`src/hdl/fps_defines.vh`:
```
// constants for the flash programming and security controller
// assumes a 10 MHz system clock and a 32-bit apb register bus
// Behaviour
// - uart programming link runs only from crystal or external main clock
// - receive baud clock is measured from the reset command after mode pulses
// - after batch-erase protection is set, every erase request is rejected
// - with batch-erase protection, writes cannot change programmed data
// - boot-cluster protection refuses any rewrite of boot cluster 0
// - any pending interrupt request stops self-programming at once
// - an unmasked request aborts self-programming even with interrupts disabled
`ifndef FPS_DEFINES_VH
`define FPS_DEFINES_VH
// register byte offsets
`define FPS_CTRL_OFS 8'h00
`define FPS_STAT_OFS 8'h04
`define FPS_IRQ_STAT_OFS 8'h08
`define FPS_IRQ_MASK_OFS 8'h0C
`define FPS_SECURITY_OFS 8'h10
`define FPS_ADDR_OFS 8'h14
`define FPS_BAUD_OFS 8'h18
// ctrl fields
`define FPS_CTRL_START_BIT 0
`define FPS_CTRL_CMD_LSB 1
`define FPS_CTRL_CLKSEL_LSB 4
`define FPS_CTRL_UART_BIT 6
// commands
`define FPS_CMD_ERASE 3'h1
`define FPS_CMD_WRITE 3'h2
`define FPS_CMD_EPV 3'h3
// clock sources
`define FPS_CLK_INTERNAL 2'h0
`define FPS_CLK_CRYSTAL 2'h1
`define FPS_CLK_EXTMAIN 2'h2
// security bits
`define FPS_SEC_BATCH_BIT 0
`define FPS_SEC_BOOT0_BIT 1
// event bits in irq status
`define FPS_EV_DONE 0
`define FPS_EV_REFUSED 1
`define FPS_EV_ABORT 2
`define FPS_EV_BAUD 3
// timing: one flash operation in ns and in cycles at 100 ns period
`define FPS_OP_TIME_NS 3200
`define FPS_CLK_PERIOD_NS 100
`define FPS_OP_CYCLES (`FPS_OP_TIME_NS / `FPS_CLK_PERIOD_NS)
// boot cluster 0 occupies addresses below this word address
`define FPS_BOOT0_LIMIT 16'h1000
`endif

```
`src/hdl/fps_ctrl.v`:
```
// flash programming and security controller: apb registers, operation sequencer,
// baud measurement for the serial programming link and interrupt status
// assumes apb master on clk_in, irq flags and masks synchronous to clk_in
`timescale 1ns/1ns
`include "fps_defines.vh"
module fps_ctrl #(
  parameter OP_CYCLES = `FPS_OP_CYCLES,
  parameter BAUD_W = 16
) (
  // clock and reset
  input wire clk_in,
  input wire arst_n_in,
  // apb slave
  input wire psel_in,
  input wire penable_in,
  input wire pwrite_in,
  input wire [7:0] paddr_in,
  input wire [31:0] pwdata_in,
  output wire [31:0] prdata_out,
  output wire pready_out,
  output wire pslverr_out,
  // programming pins and link
  input wire flash_mode_pin_in,
  input wire prog_rx_in,
  // processor interrupt flags and masks (32 sources, one bit each)
  input wire [31:0] irq_request_flags_in,
  input wire [31:0] irq_mask_flags_in,
  // flash array strobes and address, serial link clock enable
  output reg flash_erase_out,
  output reg flash_write_out,
  output reg [15:0] flash_addr_out,
  output reg link_clk_en_out,
  // interrupt
  output wire irq_out
);
  // sequencer states
  localparam ST_IDLE = 2'h0;
  localparam ST_BUSY = 2'h1;
  // baud measurement states; a separate machine, so the codes may overlap
  localparam ST_WAIT_PULSE = 2'h0;
  localparam ST_WAIT_CMD = 2'h1;
  localparam ST_MEASURE = 2'h2;
  localparam ST_LOCKED = 2'h3;

  // decodes a bus write to one register offset
  function wr_hit;
    input [7:0] addr;
    input [7:0] ofs;
    begin
      wr_hit = psel_in & penable_in & pwrite_in & (addr == ofs);
    end
  endfunction

  // command decodes shared by the security check and the strobe setup;
  // true for the three codes that the sequencer knows
  function cmd_known;
    input [2:0] cmd;
    begin
      cmd_known = (cmd == `FPS_CMD_ERASE) || (cmd == `FPS_CMD_WRITE) || (cmd == `FPS_CMD_EPV);
    end
  endfunction

  // true for commands that erase cells, which batch protection forbids
  function cmd_erases;
    input [2:0] cmd;
    begin
      cmd_erases = (cmd == `FPS_CMD_ERASE) || (cmd == `FPS_CMD_EPV);
    end
  endfunction

  // true for commands that program cells
  function cmd_writes;
    input [2:0] cmd;
    begin
      cmd_writes = (cmd == `FPS_CMD_WRITE) || (cmd == `FPS_CMD_EPV);
    end
  endfunction

  // software-visible registers
  reg [6:0] ctrl_q;
  reg [1:0] sec_q;
  reg [3:0] ist_q;
  reg [3:0] imask_q;
  reg [15:0] addr_q;
  reg [31:0] prdata_q;

  // operation sequencer
  reg [1:0] st_q;
  reg [31:0] cnt_q;
  reg aborted_q;
  reg refused_q;

  // baud measurement and pin samples
  reg [1:0] bst_q;
  reg [BAUD_W-1:0] baud_q;
  reg [BAUD_W-1:0] bcnt_q;
  reg [1:0] pulse_q;
  reg fmp_q;
  reg rx_q;

  // combinational decodes
  reg [31:0] rdata_d;
  reg [3:0] ev_d;
  reg start_ok;
  reg refuse;
  wire [2:0] cmd_w;
  wire start_w;
  wire clk_ok;
  wire irq_any;
  wire irq_unmasked;
  wire irq_pend;

  assign pready_out = 1'b1;
  assign pslverr_out = 1'b0;
  assign cmd_w = pwdata_in[`FPS_CTRL_CMD_LSB+2:`FPS_CTRL_CMD_LSB];
  assign start_w = wr_hit(paddr_in, `FPS_CTRL_OFS) & pwdata_in[`FPS_CTRL_START_BIT];
  // only crystal or external main clock may drive the serial link
  assign clk_ok = (ctrl_q[5:4] == `FPS_CLK_CRYSTAL) | (ctrl_q[5:4] == `FPS_CLK_EXTMAIN);
  // any raised request flag stops self-programming, masked or not
  assign irq_any = |irq_request_flags_in;
  // an unmasked request stops it as well, whatever the processor's disable state;
  // with every flag checked this term adds nothing, but it keeps the rule visible
  assign irq_unmasked = |(irq_request_flags_in & ~irq_mask_flags_in);
  assign irq_pend = irq_any | irq_unmasked;
  // the interrupt line is a plain level, so software sees it in the same cycle
  assign irq_out = |(ist_q & imask_q);
  // read data comes from a flop loaded in the setup cycle
  assign prdata_out = prdata_q;

  // decide whether a requested command is allowed by the security settings
  always @*
  begin
    refuse = 1'b0;
    // the erase check assigns refuse outright and must stay first; the later checks only raise it
    if (cmd_erases(cmd_w))
      refuse = sec_q[`FPS_SEC_BATCH_BIT];
    if ((cmd_w == `FPS_CMD_WRITE) && sec_q[`FPS_SEC_BATCH_BIT] && !(&pwdata_in[31:16]))
      refuse = 1'b1; // blank-only writes survive
    if ((cmd_w != 3'h0) && sec_q[`FPS_SEC_BOOT0_BIT] && (addr_q < `FPS_BOOT0_LIMIT))
      refuse = 1'b1;
    if (!flash_mode_pin_in || !cmd_known(cmd_w))
      refuse = 1'b1; // mode pin low means no self-programming
    // a pending request does not refuse; it aborts, so software can retry
    start_ok = start_w & (st_q == ST_IDLE) & ~refuse & ~irq_pend;
  end

  // read mux; unmapped offsets read as zero
  // and writes to them are dropped without an error response
  always @*
  begin
    rdata_d = 32'h0000_0000;
    case (paddr_in)
      `FPS_CTRL_OFS: rdata_d = {25'h000_0000, ctrl_q};
      `FPS_STAT_OFS: rdata_d = {26'h000_0000, refused_q, aborted_q, bst_q, st_q};
      `FPS_IRQ_STAT_OFS: rdata_d = {28'h000_0000, ist_q};
      `FPS_IRQ_MASK_OFS: rdata_d = {28'h000_0000, imask_q};
      `FPS_SECURITY_OFS: rdata_d = {30'h0000_0000, sec_q};
      `FPS_ADDR_OFS: rdata_d = {16'h0000, addr_q};
      `FPS_BAUD_OFS: rdata_d = {{(32-BAUD_W){1'b0}}, baud_q};
      default: rdata_d = 32'h0000_0000;
    endcase
  end

  // read data flop: loaded on the setup edge, it stands through the access cycle;
  // the price is that a read shows the state one cycle before the access edge
  always @(posedge clk_in or negedge arst_n_in)
  begin
    if (!arst_n_in)
      prdata_q <= 32'h0000_0000;
    else if (psel_in && !penable_in)
      prdata_q <= rdata_d;
  end

  // software registers; security bits are sticky until reset
  // the start bit is not stored: it acts only in the cycle of the write
  always @(posedge clk_in or negedge arst_n_in)
  begin
    if (!arst_n_in)
    begin
      ctrl_q <= 7'h00;
      sec_q <= 2'h0;
      imask_q <= 4'h0;
      addr_q <= 16'h0000;
    end
    else
    begin
      if (wr_hit(paddr_in, `FPS_CTRL_OFS))
        ctrl_q <= {pwdata_in[6:1], 1'b0};
      if (wr_hit(paddr_in, `FPS_SECURITY_OFS))
        sec_q <= sec_q | pwdata_in[1:0]; // once applied, cannot be lifted
      if (wr_hit(paddr_in, `FPS_IRQ_MASK_OFS))
        imask_q <= pwdata_in[3:0];
      if (wr_hit(paddr_in, `FPS_ADDR_OFS))
        addr_q <= pwdata_in[15:0];
    end
  end

  // operation sequencer
  always @(posedge clk_in or negedge arst_n_in)
  begin
    if (!arst_n_in)
    begin
      st_q <= ST_IDLE;
      cnt_q <= 32'h0000_0000;
      aborted_q <= 1'b0;
      refused_q <= 1'b0;
      flash_erase_out <= 1'b0;
      flash_write_out <= 1'b0;
      flash_addr_out <= 16'h0000;
    end
    else
    begin
      case (st_q)
        ST_IDLE:
        begin
          if (start_ok)
          begin
            // the address is latched here, so a later write to the address register
            // cannot move an operation that is already running
            st_q <= ST_BUSY;
            cnt_q <= 32'h0000_0000;
            aborted_q <= 1'b0;
            refused_q <= 1'b0;
            flash_addr_out <= addr_q;
            flash_erase_out <= cmd_erases(cmd_w);
            flash_write_out <= cmd_writes(cmd_w);
          end
          else if (start_w)
          begin
            refused_q <= refuse;
            aborted_q <= ~refuse; // blocked by a pending request
          end
        end
        ST_BUSY:
        begin
          // a request cuts the operation short: both strobes drop on the next edge,
          // and the cells touched so far are left in an unknown state
          if (irq_pend)
          begin
            st_q <= ST_IDLE;
            aborted_q <= 1'b1;
            flash_erase_out <= 1'b0;
            flash_write_out <= 1'b0;
          end
          // last cycle: the done event fires on this same edge
          else if (cnt_q == OP_CYCLES - 1)
          begin
            st_q <= ST_IDLE;
            flash_erase_out <= 1'b0;
            flash_write_out <= 1'b0;
          end
          else
            cnt_q <= cnt_q + 32'h0000_0001;
        end
        default: st_q <= ST_IDLE;
      endcase
    end
  end

  // events for the interrupt status
  always @*
  begin
    ev_d = 4'h0;
    ev_d[`FPS_EV_DONE] = (st_q == ST_BUSY) & ~irq_pend & (cnt_q == OP_CYCLES - 1);
    ev_d[`FPS_EV_REFUSED] = start_w & (st_q == ST_IDLE) & refuse;
    ev_d[`FPS_EV_ABORT] = ((st_q == ST_BUSY) & irq_pend) | (start_w & (st_q == ST_IDLE) & ~refuse & irq_pend);
    // the lock event needs the same enable as the capture, or a mode change in
    // mid-measurement would report a lock that never stored a count
    ev_d[`FPS_EV_BAUD] = (bst_q == ST_MEASURE) & rx_q & prog_rx_in & ctrl_q[`FPS_CTRL_UART_BIT] & clk_ok;
  end

  // sticky status, write one to clear; a new event wins over the clear, so an
  // event that lands on the clearing write is never lost
  always @(posedge clk_in or negedge arst_n_in)
  begin
    if (!arst_n_in)
      ist_q <= 4'h0;
    else if (wr_hit(paddr_in, `FPS_IRQ_STAT_OFS))
      ist_q <= (ist_q & ~pwdata_in[3:0]) | ev_d;
    else
      ist_q <= ist_q | ev_d;
  end

  // baud measurement: mode pulses on the mode pin, then the low start bit of
  // the reset command is timed; the count is the bit period in clocks
  always @(posedge clk_in or negedge arst_n_in)
  begin
    if (!arst_n_in)
    begin
      bst_q <= ST_WAIT_PULSE;
      baud_q <= {BAUD_W{1'b0}};
      bcnt_q <= {BAUD_W{1'b0}};
      pulse_q <= 2'h0;
      // match the idle-high pin, so the first sample cannot look like an edge
      fmp_q <= 1'b1;
      rx_q <= 1'b1;
      link_clk_en_out <= 1'b0;
    end
    else
    begin
      fmp_q <= flash_mode_pin_in;
      rx_q <= prog_rx_in;
      link_clk_en_out <= ctrl_q[`FPS_CTRL_UART_BIT] & clk_ok;
      // leaving uart mode or choosing a bad clock restarts the search for pulses
      if (!ctrl_q[`FPS_CTRL_UART_BIT] || !clk_ok)
      begin
        bst_q <= ST_WAIT_PULSE;
        pulse_q <= 2'h0;
      end
      else
      begin
        case (bst_q)
          ST_WAIT_PULSE:
          begin
            // the reset command only counts after the mode pulses
            if (fmp_q && !flash_mode_pin_in)
              pulse_q <= pulse_q + 2'h1;
            if (pulse_q != 2'h0 && flash_mode_pin_in)
              bst_q <= ST_WAIT_CMD;
          end
          ST_WAIT_CMD:
          begin
            if (rx_q && !prog_rx_in)
            begin
              bst_q <= ST_MEASURE;
              bcnt_q <= {BAUD_W{1'b0}};
            end
          end
          ST_MEASURE:
          begin
            if (rx_q && prog_rx_in)
            begin
              baud_q <= bcnt_q;
              bst_q <= ST_LOCKED;
            end
            // saturate, so a line stuck low cannot wrap round to a short period
            else if (!(&bcnt_q))
              bcnt_q <= bcnt_q + {{(BAUD_W-1){1'b0}}, 1'b1};
          end
          default: bst_q <= ST_LOCKED;
        endcase
      end
    end
  end
endmodule

```
`config.mk`:
```
export PLATFORM = sky130hd
export DESIGN_NAME = fps_ctrl
export DESIGN_NICKNAME = d
export VERILOG_FILES = /design/src/hdl/fps_ctrl.v
export VERILOG_INCLUDE_DIRS = /design/src /design/src/hdl
export SDC_FILE = /design/constraint.sdc
export NUM_CORES = 1
export LEC_CHECK = 0
export ABC_AREA = 1
export BUFFER_PORTS_ARGS = -buffer_cell sky130_fd_sc_hd__buf_2
export CAP_MARGIN = 20
export CORE_ASPECT_RATIO = 2
export CORE_UTILIZATION = 30
export CTS_BUF_LIST = sky130_fd_sc_hd__clkbuf_16
export DETAILED_ROUTE_END_ITERATION = 8
export GPL_ROUTABILITY_DRIVEN = 0
export GPL_TIMING_DRIVEN = 1
export PLACE_DENSITY_LB_ADDON = 0.05
export RECOVER_POWER = 100
export SYNTH_ARGS = -nofsm -noshare
export SYNTH_HDL_FRONTEND = slang
export SYNTH_SLANG_ARGS = --single-unit
```
`constraint.sdc`:
```
create_clock -name clk_in -period 2.5 [get_ports clk_in]
set_input_delay 0.5 -clock clk_in [delete_from_list [all_inputs] [get_ports clk_in]]
set_output_delay 0.5 -clock clk_in [all_outputs]
set_load 0.005 [all_outputs]
```
# Word level (Yosys, flattened, before mapping)
# Cells that the tools add are included.
# totals
ff_bits,157
in_bits,111
output_inout_bits,54
elab_cells,171
# classes
addsub,3
order_cmp,1
n_eq_ne,27
mux,38
bitwise,35
n_reduce_logical,47
# op_table
cell,n
$pmux 16 s7,1
$mux 32,3
$pmux 32 s2,1
$reduce_or 32->1,2
$mux 16,3
$add 32x1->32 const B,1
$and 32x32->32,1
$eq 32x5->1 const B,1
$not 32->32,1
$pmux 16 s2,1
$reduce_and 16->1,2
$eq 8x5->1 const B,3
$and 1x1->1,21
$mux 2,10
$add 16x1->16 const B,1
$eq 8x4->1 const B,2
$lt 16x13->1 const B,1
$ne 2x2->1 const B,7
$mux 1,13
$ne 3x3->1 const B,4
$reduce_and 3->1,4
$reduce_bool 2->1,6
$logic_and 1x1->1,9
$and 4x4->4,2
other kinds (25),51

# Longest topological paths before layout
# depth
depth_word,12
ltp_mapped,11
depth_no_buf,11

# Worst setup path before layout
# No wires, ideal clock.
# synth_path
path_kind,input-to-reg
start,input port paddr_in[5]
end,register cnt_q[26]
t_arrival_ns,1.551
required_ns,2.383
setup_slack_ns,0.832
stages,9
path_buffers,1
path_cell_list,nor2_1 nand2_2 nor2_8 nand3_4 nor2_4 nand3_2 buf_2 nand3_1 nand2_1
# synth_between
elab_chain_cells,8
# synth_rtl
item,line_no,rtl
from (decl),fps_ctrl.v:17,"input wire [7:0] paddr_in,"
$logic_not 8->1,fps_ctrl.v:50,wr_hit = psel_in & penable_in & pwrite_in & (addr == ofs);
$and 1x1->1,fps_ctrl.v:50,
$and 1x1->1,fps_ctrl.v:116,"assign start_w = wr_hit(paddr_in, `FPS_CTRL_OFS) & pwdata_in[`FPS_CTRL_START_BIT];"
$and 1x1->1 (3 in a row),fps_ctrl.v:144,start_ok = start_w & (st_q == ST_IDLE) & ~refuse & ~irq_pend;
$ne 2x2->1 (no source line),n/a,
$reduce_and 4->1 (no source line),n/a,
to (signal assigned),fps_ctrl.v:253,cnt_q <= cnt_q + 32'h0000_0001;
to (decl),fps_ctrl.v:89,reg [31:0] cnt_q;
# Every way passes these cells.
# A chain may end at the register's enable or synchronous reset.

# Final worst setup path
# layout_path
start,register cnt_q[0]
end,register cnt_q[9]
# layout_between
elab_chain_cells,4
# layout_rtl
item,line_no,rtl
$add 32x1->32,fps_ctrl.v:253,
$mux 32,fps_ctrl.v:246,else if (cnt_q == OP_CYCLES - 1)
$mux 32,fps_ctrl.v:238,if (irq_pend)
$pmux 32 s2,fps_ctrl.v:213,case (st_q)
# Parallel ways exist; a longest one is shown, timed or not. The select of a mux whose other input is x is not followed.

==> impl_metrics.ini <==
[critical_path]
arrival_ps = 2510
startpoint_type = register
r2r_end = cnt_q[9]$_DFFE_PN0P_
worst-r2r-setup-slack_ps = 320
reg2reg_from = cnt_q[0]$_DFFE_PN0P_
worstRegToRegCells = 10
worst-path-max-fanout = 16
cp.required_ps = 2830
cp-end-kind = register
worstSetupPathType = reg -> reg

[flow_run]
cap_violations = 0

[logic_synthesis]
synth_area_um2 = 7660
synthCells = 1068
ys_seq_area_frac = 0.458
async_flop_share = 1.00
yosysWarnings = 0
synth_area_per_cell_um2 = 7.17
synth_area_leaders = dfrtp_1 (45%), nand2_1 (18%), nor2_1 (7.1%), nand3_1 (5.4%), inv_1 (4.1%)
synthFlopType = dfrtp_1
ys_seq_elements = 140
synth_edf_count = 0
netlist.area_leader.share = 0.451
synth_top_area_cell = dfrtp_1
ys_types = 38

[timing]
relSlewSlack = 0.246
min_period_over_period = 0.872
rsz0062_at_grt = no
hold-worst-slack_ps = 226
fmax_mhz = 459
fin_crit_ps = 2180
tightest_slew_ps = 1130
finClkSkew_ps = 6.92
report.final.hold_viol_count = 0
slew_violations = 0
tns_ps = 0
setup_viol = 0

[clock_network]
numCtsBuffers = 17
cts_root_buf = clkbuf_16
cts_tree = yes
cts_buffer_depth = 2
clock-sinks = 140
h-tree-depth = 4
clock_latency_ps = 440
clk_pin_slew_ps = 60

[layout]
nets = 1315
drive_gt1_frac = 0.140
fin_area_um2 = 9150
antenna_cells = 0
final_common_cell = nand2_1
final_cell_mix = nand2_1 (363), nor2_1 (146), dfrtp_1 (138)
fin_util = 0.366
syn2layout_area_growth_pct = 19.5

[min_path]
hold_depth = 1
hold_start = prog_rx_in
hp-class = in -> reg
min_to = rx_q$_DFF_PN1_

[drt]
wl_per_cell_um = 15.9
drc = 0
via_per_inst = 4.57
drtPass1Iterations = 5
dr_total_vias = 7082
wl_mm = 24.6
ant_nets = 0
drt_iter0_drc = 266

[pwr]
powerDensity_nw_per_um2 = 542
leakage_uw = 0.00446
ir_worst_vdd_v = 0.000315

[global_route]
grt_max_degree = 43
grt_pass1_wl_mm = 39.0
grt_overflow = 0
grt_use_total = 0.201
antenna_found_initial = 0
grt_pass1_vias = 7283

[die]
rows = 82
die_w_um = 115
start_util = 0.306
core-area_um2 = 25000
fp.dieH_um = 228
die-area_um2 = 26200
io_pins = 165

[run_status]
status = finished, final reports clean

[placement]
io_buffers = 114
placed_area_um2 = 8660
dpl.hpwl_mm = 19.3
-- synth_stat cells, types with 4 or more instances --
| library cell | count |
|---|---|
| o21ai_1 | 56 |
| nor2_1 | 145 |
| nand2_1 | 362 |
| dfrtp_1 | 138 |
| a21oi_1 | 22 |
| inv_1 | 84 |
| nor3b_1 | 4 |
| nand4_1 | 13 |
| clkbuf_1 | 11 |
| o21ai_0 | 41 |
| buf_2 | 12 |
| xor2_1 | 12 |
| buf_4 | 19 |
| nand3_1 | 83 |
| nor3_1 | 15 |
| inv_2 | 11 |
-- flip-flops by register name, summed over array words and instances, names as in the netlist, 4 cells and up --
register,flops
cnt_q,32
ctrl_q,6
flash_addr_out,16
addr_q,16
imask_q,4
baud_q,16
ist_q,4
bcnt_q,16
prdata_out,16
-- through the flow --
step                      cells  power (µW)  setup slack (ps)
after detailed placement   1516        2540               198
after global placement     1516        2540               224
after global routing       1550        5140              26.1
final                      1550        4960               319
after CTS                  1549        5050               213
after floorplan            1084        2400               832
-- logic make-up after synthesis --
kind of cell               share of synthesized area
DFF                                            0.458
and+or+nand+nor                                0.355
buffers and inverters                         0.0818
xor gates and xnor gates                      0.0171
adders and majority gates                    0.00490
AOI/OAI and AO/OA                             0.0828
other                                       0.000980
-- final cells by class --
type / count / area, µm²
Fill cell: 2813 / 15900
Tap cell: 336 / 420
Clock buffer: 17 / 425
Timing Repair Buffer: 143 / 746
Multi-Input combinational cell: 804 / 3550
Inverter: 95 / 360
Clock inverter: 15 / 141
Sequential cell: 140 / 3510
-- routing by layer --
layer | vias to the layer above | routed length, µm | track usage
met5 | - | 0 | 0
met4 | 0 | 1180 | 0.110
met3 | 48 | 581 | 0.0306
met2 | 124 | 14100 | 0.391
met1 | 3290 | 8720 | 0.193
li1 | 3620 | - | -
-- worst max-delay path, cell delays in order (launching register included) --
cell	delay, ps
dfrtp_1	380
ha_1	180
nand2_1	100
nor2_1	200
nand4_1	100
nor2_1	120
nand2_1	140
nand3_2	350
buf_4	300
or2_0	130
nand2_1	60
-- repair_timing --
action	CTS	global route
hold buffers	1	0
endpoints found under the setup margin	0	1
setup buffers	0	1
hold endpoints to repair	29	0
resized for setup	0	1
-- worst max path at each step --
stage | from | to | slack, ps | cells past startpoint
after floorplan | paddr_in[5] | cnt_q[26]$_DFFE_PN0P_ | 830 | 9
after global placement | irq_request_flags_in[18] | cnt_q[26]$_DFFE_PN0P_ | 220 | 10
after detailed placement | irq_request_flags_in[18] | cnt_q[26]$_DFFE_PN0P_ | 200 | 10
after CTS | cnt_q[0]$_DFFE_PN0P_ | cnt_q[26]$_DFFE_PN0P_ | 210 | 10
after global routing | cnt_q[0]$_DFFE_PN0P_ | cnt_q[11]$_DFFE_PN0P_ | 30 | 11
final | cnt_q[0]$_DFFE_PN0P_ | cnt_q[9]$_DFFE_PN0P_ | 320 | 10
-- report_power, final --
group          switching [µW]  internal [µW]  leakage (µW)  total (µW)
combinational             131           69.2       0.00234         200
sequential               5.87           2280       0.00185        2280
clock                    1100           1380      0.000270        2480
total                    1230           3730       0.00446        4960
No activity file was read; power rests on OpenSTA's default activity.
